==> src/shared/oet_pkg.sv <==
// Package: register map, field layout and widths of the off-loadable event timer
//
// What this block does
// Eight timers share one main counter; each has its own comparator value.
// A timer raises its interrupt when its value equals the main counter.
// Timer 0 can run periodic as well as one-shot.
// Main counter only counts up; consecutive reads differ unless wrapped. In slow mode, reads between two slow edges return the same value.
// One counter tick lasts no longer than 100 ns.
// Enabled and on the fast clock, the 64-bit counter adds one per edge.
// With the crystal clock stopped, time is kept from the 32.768 kHz clock.
// Off-load is refused while any comparator is active.
// Power manager holds the off-load request and supplies 28-bit calibration.
// In slow mode the 82-bit counter adds the calibration per slow edge.
// Mode switches only on a slow rising edge; request and indication are fast.
// Entering slow mode loads count into upper 64 bits, low 18 bits cleared on the first entry only.
// Slow clock is double-synchronised; first edge after request parks the count.
// Next slow edge adds calibration to the parked value in the upper bits.
// Leaving slow mode reloads fast count from upper 64 bits and drops indication in the same cycle.
// Later reloads overwrite only the upper 64 bits; fraction bits are kept.
// Exit requested while parked waits for next edge; entry and exit share it.
// Legacy routing: timer 0 drives legacy IRQ0, advanced IRQ2; interval timer muted.
// Legacy routing: timer 1 drives IRQ8 on both; real-time clock interrupt muted.
// Legacy routing: timers 2, 3 use own routing; timers 4 to 7 have none.
// Legacy routing never blocks processor message delivery.
// Software masks interrupts before clearing legacy routing.
`default_nettype none
package oet_pkg;
	// ------------------------------------------------------------
	// Sizes
	// ------------------------------------------------------------
	localparam int NUM_TIMERS = 8;
	localparam int CNT_W = 64;
	localparam int SLOW_W = 82;
	localparam int FRAC_W = 18;
	localparam int CAL_W = 28;
	localparam int ROUT_W = 5;
	localparam int PIC_LINES = 16;
	localparam int APIC_LINES = 24;
	localparam int ADDR_W = 8;
	// ------------------------------------------------------------
	// Timing
	// ------------------------------------------------------------
	localparam int CLK_PERIOD_NS = 50;
	localparam int TICK_MAX_NS = 100;
	localparam int TICK_CYCLES = TICK_MAX_NS / CLK_PERIOD_NS;
	// ------------------------------------------------------------
	// Register offsets
	// ------------------------------------------------------------
	localparam logic [7:0] OFF_CONFIG = 8'h00;
	localparam logic [7:0] OFF_STATUS = 8'h04;
	localparam logic [7:0] OFF_COUNT_LO = 8'h08;
	localparam logic [7:0] OFF_COUNT_HI = 8'h0c;
	localparam logic [3:0] TMR_BASE_NIB = 4'h2;
	localparam logic [3:0] TMR_LAST_NIB = 4'h9;
	localparam logic [3:0] TOFF_CFG = 4'h0;
	localparam logic [3:0] TOFF_CMP_LO = 4'h4;
	localparam logic [3:0] TOFF_CMP_HI = 4'h8;
	// ------------------------------------------------------------
	// Fields
	// ------------------------------------------------------------
	localparam int CFG_ENABLE_BIT = 0;
	localparam int CFG_LEGACY_BIT = 1;
	localparam int STS_SLOW_BIT = 8;
	localparam int STS_PARKED_BIT = 9;
	localparam int TCFG_INT_EN_BIT = 0;
	localparam int TCFG_PERIODIC_BIT = 1;
	localparam int TCFG_PROCMSG_BIT = 2;
	localparam int TCFG_ROUT_LSB = 8;
	// ------------------------------------------------------------
	// Fixed legacy lines and bus response codes
	// ------------------------------------------------------------
	localparam int PIC_T0_LINE = 0;
	localparam int APIC_T0_LINE = 2;
	localparam int RTC_LINE = 8;
	localparam logic [1:0] RESP_OKAY = 2'h0;
	localparam logic [1:0] RESP_SLVERR = 2'h2;

	typedef enum logic [1:0] {ST_FAST, ST_PARKED, ST_SLOW} oet_mode_t;
endpackage
`default_nettype wire

==> src/logic/oet_timer.sv <==
// Off-loadable event timer with AXI4-Lite register slave
`default_nettype none
module oet_timer
	import oet_pkg::*;
(
	input wire logic aclk,
	input wire logic aresetn,
	input wire logic [7:0] s_axi_awaddr,
	input wire logic s_axi_awvalid,
	output logic s_axi_awready,
	input wire logic [31:0] s_axi_wdata,
	input wire logic [3:0] s_axi_wstrb,
	input wire logic s_axi_wvalid,
	output logic s_axi_wready,
	output logic [1:0] s_axi_bresp,
	output logic s_axi_bvalid,
	input wire logic s_axi_bready,
	input wire logic [7:0] s_axi_araddr,
	input wire logic s_axi_arvalid,
	output logic s_axi_arready,
	output logic [31:0] s_axi_rdata,
	output logic [1:0] s_axi_rresp,
	output logic s_axi_rvalid,
	input wire logic s_axi_rready,
	input wire logic rtc_slow_clk,
	input wire logic offload_req,
	input wire logic [27:0] offload_cal,
	output logic slow_mode_active,
	input wire logic pit_irq,
	input wire logic rtc_irq,
	output logic [15:0] pic_irq,
	output logic [23:0] apic_irq,
	output logic [7:0] msg_irq
);
	// ------------------------------------------------------------
	// State
	// ------------------------------------------------------------
	typedef struct packed {
		oet_mode_t mode;
		logic slow_ind;
		logic frac_kept;
		logic [CNT_W-1:0] count;
		logic [SLOW_W-1:0] slow;
		logic rtc_s1;
		logic rtc_s2;
		logic rtc_s3;
		logic enable;
		logic legacy;
		logic [NUM_TIMERS-1:0] int_en;
		logic [NUM_TIMERS-1:0] procmsg;
		logic [NUM_TIMERS-1:0] sts;
		logic t0_periodic;
		logic [NUM_TIMERS-1:0][ROUT_W-1:0] rout;
		logic [NUM_TIMERS-1:0][CNT_W-1:0] cmp;
		logic [CNT_W-1:0] period;
		logic [PIC_LINES-1:0] pic;
		logic [APIC_LINES-1:0] apic;
		logic [NUM_TIMERS-1:0] msg;
		logic bvalid;
		logic [1:0] bresp;
		logic rvalid;
		logic [1:0] rresp;
		logic [31:0] rdata;
	} oet_state_t;

	oet_state_t st_r;
	oet_state_t st_nxt;

	function automatic logic [31:0] merge(input logic [31:0] old, input logic [31:0] d,
			input logic [3:0] strb);
		logic [31:0] res;
		res = old;
		for (int b = 0; b < 4; b++) begin
			if (strb[b]) begin
				res[b*8 +: 8] = d[b*8 +: 8];
			end
		end
		return res;
	endfunction

	// ------------------------------------------------------------
	// Handshakes
	// ------------------------------------------------------------
	// Address and data are taken together, so arrival order does not matter
	assign s_axi_awready = s_axi_awvalid && s_axi_wvalid && !st_r.bvalid;
	assign s_axi_wready = s_axi_awready;
	assign s_axi_arready = !st_r.rvalid;
	assign s_axi_bvalid = st_r.bvalid;
	assign s_axi_bresp = st_r.bresp;
	assign s_axi_rvalid = st_r.rvalid;
	assign s_axi_rresp = st_r.rresp;
	assign s_axi_rdata = st_r.rdata;
	assign slow_mode_active = st_r.slow_ind;
	assign pic_irq = st_r.pic;
	assign apic_irq = st_r.apic;
	assign msg_irq = st_r.msg;

	// ------------------------------------------------------------
	// Next state
	// ------------------------------------------------------------
	always_comb begin
		logic rtc_rise;
		logic cmp_active;
		logic [SLOW_W-1:0] slow_sum;
		logic [CNT_W-1:0] cur_count;
		logic [NUM_TIMERS-1:0] hit;
		logic [NUM_TIMERS-1:0] level;
		logic [NUM_TIMERS-1:0] w1c;
		logic [2:0] ti;
		logic [7:0] wa;
		logic [7:0] ra;
		logic [31:0] old;
		logic [31:0] nv;
		rtc_rise = 1'b0;
		cmp_active = 1'b0;
		slow_sum = '0;
		cur_count = '0;
		hit = '0;
		level = '0;
		w1c = '0;
		ti = '0;
		wa = s_axi_awaddr;
		ra = s_axi_araddr;
		old = '0;
		nv = '0;
		st_nxt = st_r;

		// A slow clock already high at reset shows up as one early edge
		// Slow clock synchroniser; only stage two onward is looked at
		st_nxt.rtc_s1 = rtc_slow_clk;
		st_nxt.rtc_s2 = st_r.rtc_s1;
		st_nxt.rtc_s3 = st_r.rtc_s2;
		rtc_rise = st_r.rtc_s2 && !st_r.rtc_s3;
		cmp_active = st_r.enable && (|st_r.int_en);
		slow_sum = st_r.slow + {{(SLOW_W-CAL_W){1'b0}}, offload_cal};

		// One tick per 50 ns edge, within the 100 ns bound
		if (st_r.enable && st_r.mode == ST_FAST) begin
			st_nxt.count = st_r.count + 64'h1;
		end

		// --------------------------------------------------------
		// Off-load sequence
		// --------------------------------------------------------
		case (st_r.mode)
			ST_FAST: begin
				// Busy comparators keep the crystal needed
				if (offload_req && !cmp_active && rtc_rise) begin
					st_nxt.mode = ST_PARKED;
					st_nxt.count = st_r.count;
					st_nxt.slow_ind = 1'b1;
					st_nxt.slow[SLOW_W-1:FRAC_W] = st_r.count;
					if (!st_r.frac_kept) begin
						st_nxt.slow[FRAC_W-1:0] = '0;
						st_nxt.frac_kept = 1'b1;
					end
				end
			end
			ST_PARKED: begin
				if (rtc_rise) begin
					st_nxt.slow = slow_sum;
					if (!offload_req) begin
						// Entry and exit complete on this one edge
						st_nxt.count = slow_sum[SLOW_W-1:FRAC_W];
						st_nxt.slow_ind = 1'b0;
						st_nxt.mode = ST_FAST;
					end else begin
						st_nxt.mode = ST_SLOW;
					end
				end
			end
			ST_SLOW: begin
				if (rtc_rise) begin
					st_nxt.slow = slow_sum;
					if (!offload_req) begin
						st_nxt.count = slow_sum[SLOW_W-1:FRAC_W];
						st_nxt.slow_ind = 1'b0;
						st_nxt.mode = ST_FAST;
					end
				end
			end
			default: begin
				st_nxt.mode = ST_FAST;
			end
		endcase

		// --------------------------------------------------------
		// Comparators
		// --------------------------------------------------------
		// Slow mode shows the integer part of the slow count
		cur_count = st_r.slow_ind ? st_r.slow[SLOW_W-1:FRAC_W] : st_r.count;
		for (int n = 0; n < NUM_TIMERS; n++) begin
			hit[n] = st_r.enable && (st_r.cmp[n] == cur_count);
		end
		// Count holds between slow edges, so one hit could last; no hits fire while parked or in slow mode
		if (st_r.mode != ST_FAST) begin
			hit = '0;
		end
		// Period is the last value written to the timer 0 comparator
		if (hit[0] && st_r.t0_periodic) begin
			st_nxt.cmp[0] = st_r.cmp[0] + st_r.period;
		end

		// --------------------------------------------------------
		// Register writes
		// --------------------------------------------------------
		st_nxt.bvalid = st_r.bvalid && !s_axi_bready;
		if (s_axi_awready) begin
			st_nxt.bvalid = 1'b1;
			st_nxt.bresp = RESP_OKAY;
			if (wa == OFF_CONFIG) begin
				nv = merge({30'h0, st_r.legacy, st_r.enable}, s_axi_wdata, s_axi_wstrb);
				st_nxt.enable = nv[CFG_ENABLE_BIT];
				st_nxt.legacy = nv[CFG_LEGACY_BIT];
			end else if (wa == OFF_STATUS) begin
				nv = merge(32'h0, s_axi_wdata, s_axi_wstrb);
				w1c = nv[NUM_TIMERS-1:0];
			end else if (wa == OFF_COUNT_LO || wa == OFF_COUNT_HI) begin
				// Count is writable only while halted, else it could run backwards
				if (!st_r.enable && st_r.mode == ST_FAST) begin
					old = wa[2] ? st_r.count[63:32] : st_r.count[31:0];
					nv = merge(old, s_axi_wdata, s_axi_wstrb);
					if (wa[2]) begin
						st_nxt.count[63:32] = nv;
					end else begin
						st_nxt.count[31:0] = nv;
					end
				end
			end else if (wa[7:4] >= TMR_BASE_NIB && wa[7:4] <= TMR_LAST_NIB &&
					wa[1:0] == 2'h0 && wa[3:0] != 4'hc) begin
				ti = 3'(wa[7:4] - TMR_BASE_NIB);
				if (wa[3:0] == TOFF_CFG) begin
					old = {19'h0, st_r.rout[ti], 5'h0, st_r.procmsg[ti],
						(ti == 3'h0) && st_r.t0_periodic, st_r.int_en[ti]};
					nv = merge(old, s_axi_wdata, s_axi_wstrb);
					st_nxt.int_en[ti] = nv[TCFG_INT_EN_BIT];
					st_nxt.procmsg[ti] = nv[TCFG_PROCMSG_BIT];
					st_nxt.rout[ti] = nv[TCFG_ROUT_LSB +: ROUT_W];
					if (ti == 3'h0) begin
						st_nxt.t0_periodic = nv[TCFG_PERIODIC_BIT];
					end
				end else if (wa[3:0] == TOFF_CMP_LO) begin
					nv = merge(st_r.cmp[ti][31:0], s_axi_wdata, s_axi_wstrb);
					st_nxt.cmp[ti][31:0] = nv;
					if (ti == 3'h0) begin
						st_nxt.period[31:0] = nv;
					end
				end else begin
					nv = merge(st_r.cmp[ti][63:32], s_axi_wdata, s_axi_wstrb);
					st_nxt.cmp[ti][63:32] = nv;
					if (ti == 3'h0) begin
						st_nxt.period[63:32] = nv;
					end
				end
			end else begin
				st_nxt.bresp = RESP_SLVERR;
			end
		end

		// Fresh match beats a same-cycle clear
		st_nxt.sts = (st_r.sts & ~w1c) | hit;

		// --------------------------------------------------------
		// Register reads
		// --------------------------------------------------------
		st_nxt.rvalid = st_r.rvalid && !s_axi_rready;
		if (s_axi_arvalid && s_axi_arready) begin
			st_nxt.rvalid = 1'b1;
			st_nxt.rresp = RESP_OKAY;
			st_nxt.rdata = 32'h0;
			ti = 3'(ra[7:4] - TMR_BASE_NIB);
			if (ra == OFF_CONFIG) begin
				st_nxt.rdata = {30'h0, st_r.legacy, st_r.enable};
			end else if (ra == OFF_STATUS) begin
				st_nxt.rdata = {22'h0, st_r.mode == ST_PARKED, st_r.slow_ind, st_r.sts};
			end else if (ra == OFF_COUNT_LO) begin
				st_nxt.rdata = cur_count[31:0];
			end else if (ra == OFF_COUNT_HI) begin
				st_nxt.rdata = cur_count[63:32];
			end else if (ra[7:4] >= TMR_BASE_NIB && ra[7:4] <= TMR_LAST_NIB &&
					ra[3:0] == TOFF_CFG) begin
				st_nxt.rdata = {19'h0, st_r.rout[ti], 5'h0, st_r.procmsg[ti],
					(ti == 3'h0) && st_r.t0_periodic, st_r.int_en[ti]};
			end else if (ra[7:4] >= TMR_BASE_NIB && ra[7:4] <= TMR_LAST_NIB &&
					ra[3:0] == TOFF_CMP_LO) begin
				st_nxt.rdata = st_r.cmp[ti][31:0];
			end else if (ra[7:4] >= TMR_BASE_NIB && ra[7:4] <= TMR_LAST_NIB &&
					ra[3:0] == TOFF_CMP_HI) begin
				st_nxt.rdata = st_r.cmp[ti][63:32];
			end else begin
				st_nxt.rresp = RESP_SLVERR;
			end
		end

		// --------------------------------------------------------
		// Interrupt routing
		// --------------------------------------------------------
		level = st_r.sts & st_r.int_en;
		st_nxt.pic = '0;
		st_nxt.apic = '0;
		for (int n = 0; n < NUM_TIMERS; n++) begin
			// Message delivery wins and ignores legacy routing
			st_nxt.msg[n] = hit[n] && st_r.int_en[n] && st_r.procmsg[n];
			if (level[n] && !st_r.procmsg[n]) begin
				if (st_r.legacy && n == 0) begin
					st_nxt.pic[PIC_T0_LINE] = 1'b1;
					st_nxt.apic[APIC_T0_LINE] = 1'b1;
				end else if (st_r.legacy && n == 1) begin
					st_nxt.pic[RTC_LINE] = 1'b1;
					st_nxt.apic[RTC_LINE] = 1'b1;
				end else if (n < 4) begin
					// Routes past a controller's last line are dropped
					if (32'(st_r.rout[n]) < APIC_LINES) begin
						st_nxt.apic[st_r.rout[n]] = 1'b1;
					end
					if (32'(st_r.rout[n]) < PIC_LINES) begin
						st_nxt.pic[4'(st_r.rout[n])] = 1'b1;
					end
				end
			end
		end
		// Legacy sources muted while their lines are taken over
		if (!st_r.legacy) begin
			st_nxt.pic[PIC_T0_LINE] = st_nxt.pic[PIC_T0_LINE] | pit_irq;
			st_nxt.apic[APIC_T0_LINE] = st_nxt.apic[APIC_T0_LINE] | pit_irq;
			st_nxt.pic[RTC_LINE] = st_nxt.pic[RTC_LINE] | rtc_irq;
			st_nxt.apic[RTC_LINE] = st_nxt.apic[RTC_LINE] | rtc_irq;
		end
	end

	// ------------------------------------------------------------
	// Registers
	// ------------------------------------------------------------
	always_ff @(posedge aclk) begin
		if (!aresetn) begin
			st_r <= '0;
		end else begin
			st_r <= st_nxt;
		end
	end
endmodule
`default_nettype wire

==> config.mk <==
export PLATFORM = sky130hd
export DESIGN_NAME = oet_timer
export DESIGN_NICKNAME = d
export VERILOG_FILES = /design/src/shared/oet_pkg.sv /design/src/logic/oet_timer.sv
export SDC_FILE = /design/constraint.sdc
export NUM_CORES = 2
export LEC_CHECK = 0
export BUFFER_PORTS_ARGS = -buffer_cell sky130_fd_sc_hd__buf_4
export CORE_MARGIN = 1
export CORE_UTILIZATION = 40
export CTS_CLUSTER_SIZE = 16
export DETAILED_ROUTE_END_ITERATION = 16
export MAX_ROUTING_LAYER = met4
export PLACE_DENSITY = 0.55
export SYNTH_ARGS = -nofsm -noshare
export SYNTH_HDL_FRONTEND = slang
export SYNTH_SLANG_ARGS = --single-unit
export TNS_END_PERCENT = 5
==> constraint.sdc <==
create_clock -name aclk -period 4.4 [get_ports aclk]
set_input_delay 0.44 -clock aclk [delete_from_list [all_inputs] [get_ports aclk]]
set_output_delay 0.44 -clock aclk [all_outputs]
set_load 0.005 [all_outputs]
==> results.py <==
metrics = {
    "outcome": {
        "outcome": "completed",
    },
    "logic_synthesis": {
        "yosys_warnings": 0,
        "syn_avg_cell_area_um2": 8.13,
        "synth_cells": 7323,
        "synth_seq_cells": 880,
        "synth_area_um2": 59500,
        "synth.distinct_cells": 100,
        "ys.flop_type": "dfxtp_1",
        "yosysSeqAreaShare_pct": 29.6,
        "async_reset_ff_share_pct": 0,
        "synth-edff-count": 0,
    },
    "die": {
        "io_pins": 181,
        "rows": 141,
        "dieHeight_um": 388,
        "start_util_pct": 40.3,
        "coreArea_um2": 148000,
        "dieArea_um2": 150000,
        "die-width_um": 388,
    },
    "worst_hold_path": {
        "hold_end": "st_r[709]",
        "hold_depth": 4,
        "hold_path.class": "in2reg",
        "hp-start": "s_axi_wdata[6]",
    },
    "clock_network": {
        "clock_path_buffers": 3,
        "cts_sinks": 880,
        "htreeDepth": 3,
        "clkTransAtPathRegs_ns": 0.06,
        "tritoncts": "yes",
        "clock_latency_ns": 0.78,
        "postCtsSetupRepairBufs": 0,
        "cts-root-buf": "clkbuf_16",
        "cts_made_buffers": 107,
    },
    "final_layout": {
        "multiInputGateArea_um2": 39100,
        "nNetsFinal": 7684,
        "final_area_um2": 69200,
        "seqCellArea_um2": 17600,
        "area_growth_pct": 16.2,
        "drive_gt1_share_pct": 18.1,
        "nFillCells": 14700,
    },
    "route": {
        "drc_errors": 0,
        "dr_total_vias": 62400,
        "viasPerCell": 6.54,
        "drt-total-wl_um": 354000,
        "wire_per_inst_um": 37.1,
        "drt_iter0_markers": 8845,
        "drtPass1Iterations": 6,
        "detail-route-antenna-nets": 0,
    },
    "placed_design": {
        "dpl_cell_area_um2": 65300,
        "hpwl_um": 270000,
        "place_congestion": 1.14,
        "io_buffers": 178,
    },
    "global_route": {
        "antenna_found_initial": 28,
        "grt_max_degree": 166,
        "grt_usage_pct": 47.0,
        "grt_pass1_wl_um": 480000,
        "grt_pass1_vias": 56900,
        "grt_overflow": 0,
    },
    "pwr": {
        "leakage_uw": 0.0261,
        "intPower_uw": 14000,
        "sequentialPowerShare_pct": 41.4,
        "total_power_uw": 19300,
        "p_switching_uw": 5300,
        "sw_frac_of_total_pct": 27.4,
        "vdd_drop_max_mv": 0.331,
        "power.density_nw_per_um2": 279,
        "pwr-share-clk_pct": 49.6,
        "comb_power_share_pct": 9.0,
    },
    "timing": {
        "relSlewSlack_pct": 11.2,
        "period_needed_ns": 4.28,
        "final_hold_viol_count": 0,
        "setup_viol": 0,
        "fin_crit_sh_pct": 97.4,
        "final_max_slew_viol_count": 0,
        "clock.fmax_ghz": 0.233,
        "worst_pin_slew_ns": 1.32,
        "fin_skew_ns": 0.0375,
        "rsz0062_at_grt": "no",
    },
    "job": {
        "cap_violations": 0,
    },
    "critical_path": {
        "critPathMaxFanout": 4,
        "crit_top_cell": "a21oi_1",
        "critPathRequiredTime_ns": 5.09,
        "r2r_setup_slack_ns": 0.12,
        "r2r-end": "st_r[190]",
        "ff2ff_path_depth": 14,
        "startpoint_type": "flip-flop",
        "crit_chain": "ha_1, inv_1, fa_1, and2b_1, o31ai_1, a21oi_1, a31o_2, a31oi_1, o41ai_2, a21oi_1, o21ai_0, a211oi_1, a31o_2, a21oi_1",
        "end_kind": "flip-flop",
        "critPathArrivalTime_ns": 4.98,
        "critical-path-slowest-cell": "o41ai_2",
        "path_class": "reg2reg",
        "timing.rr.start": "st_r[86]",
        "max_stage_delay_ns": 0.83,
    },
}
[placed cells by master (no fill, tap or decap), drive strengths merged, types with 17 or more instances in the layout]
cell type / n
o21ai: 524
o21a: 34
nor4: 104
buf: 687
nor2: 1087
a211oi: 106
xnor2: 314
o22ai: 83
nand2: 649
and2: 195
clkinv: 26
mux2: 94
nor3: 82
nor2b: 48
nand3: 132
nand4: 108
inv: 53
and3: 49
xor2: 246
a2111oi: 17
clkbuf: 162
mux2i: 177
dfxtp: 880
diode: 24
a22oi: 49
a221oi: 32
a21o: 72
mux4: 271
a31oi: 51
or3: 24
nand2b: 49
o211ai: 27
o21bai: 19
ha: 100
a21oi: 786
[power groups by stage]
stage | registers, µW | clock network (µW) | logic (µW)
floorplan | 8170 | 0 | 838
global placement | 8180 | 0 | 1670
detailed placement | 8180 | 0 | 1670
CTS | 8010 | 9650 | 1680
global route | 8000 | 9910 | 1760
finish | 8010 | 9580 | 1730
[sequential cells by signal, summed over array words and instances, names as in the netlist, 2 cells and up]
register,cells
st_r,793
st_nxt,2
pic_irq,16
msg_irq,8
apic_irq,24
s_axi_rdata,32
[synth_stat cells, types with 50 or more instances]
cell type,instances,area [µm²]
nor2_1,1085,4070
dfxtp_1,880,17600
a21oi_1,785,3930
nand2_1,648,2430
clkbuf_1,472,1770
o21ai_0,453,2270
xnor2_1,314,2750
mux4_2,271,6100
xor2_1,246,2150
and2_1,193,1210
mux2i_1,140,1400
nand3_1,131,656
nand4_1,107,669
a211oi_1,105,788
nor4_1,103,644
ha_1,100,1250
mux2_2,94,1060
buf_4,88,661
o22ai_1,83,519
nor3_1,78,390
a21o_1,72,541
o21ai_1,71,355
a31oi_1,51,319
buf_1,50,188
[critical path, delay by kind of cell (launching register included)]
kind                     cells  cell delay (ns)
AND/OR/NAND/NOR              1             0.25
adder cells (fa/ha/maj)      2             0.55
flip-flops                   1             0.34
AO/OA/AOI/OAI               10             3.04
buffers and inverters        1             0.06
[worst max path at each step]
stage | startpoint | end | slack, ns | depth (start not counted)
finish | st_r[86] | st_r[190] | 0.12 | 14
global route | st_r[86] | st_r[190] | 0.0007 | 14
CTS | st_r[732] | st_r[810] | 0.20 | 17
detailed placement | offload_cal[0] | st_r[810] | 0.02 | 18
global placement | offload_cal[0] | st_r[810] | -0.0006 | 18
floorplan | s_axi_awaddr[5] | st_r[252] | 0.56 | 12
[per-layer routing]
metal	part of all wire (%)	up-vias	GRT usage, %
li1	-	26600	-
met1	38	30700	56.3
met2	43	4069	68.9
met3	10	1027	12.1
met4	8.5	0	32.8
met5	0	-	-
[cell type report]
type | count | area share, %
flip-flops and latches | 880 | 25.5
inverters | 51 | 0.289
clock inverters | 41 | 0.796
diodes | 24 | 0.0868
clock buffers | 159 | 4.57
well taps | 1930 | 3.49
repair buffers | 700 | 8.71
multi-input cells | 5751 | 56.6
[logic make-up (layout without fill, tap and decap cells)]
kind of cell / Yosys count / in the layout / share of synthesized area [%]
and+or+nand+nor: 2590 / 2590 / 19.8
AOI/OAI and AO/OA: 1955 / 1955 / 19.4
DFF: 880 / 880 / 29.6
buffers and inverters: 693 / 951 / 5.13
xor gates and xnor gates: 560 / 560 / 8.24
muxes: 542 / 542 / 15.7
adders and majority gates: 102 / 102 / 2.17
other: 1 / 26 / 0.00630
[per-stage QoR]
stage          hold slack [ns]   TNS [ns]  setup slack, ns  utilization, %  instances
4_1_cts                 0.0157          0            0.196            46.8       9512
2_1_floorplan            0.412          0            0.563               -       7324
3_3_place_gp             0.421  -0.000571        -0.000571            44.2       9302
6_report                0.0497          0            0.116            46.8       9536
3_5_place_dp             0.434          0           0.0155            44.2       9302
5_1_grt                 0.0530          0         0.000737            46.8       9527
[timing repair]
item / CTS / global route
hold buffers: 10 / 0
endpoints found under the setup margin: 1 / 2
gates resized for setup: 1 / 1
endpoints found under the hold margin: 11 / 0
No activity file was read; power rests on OpenSTA's default activity.
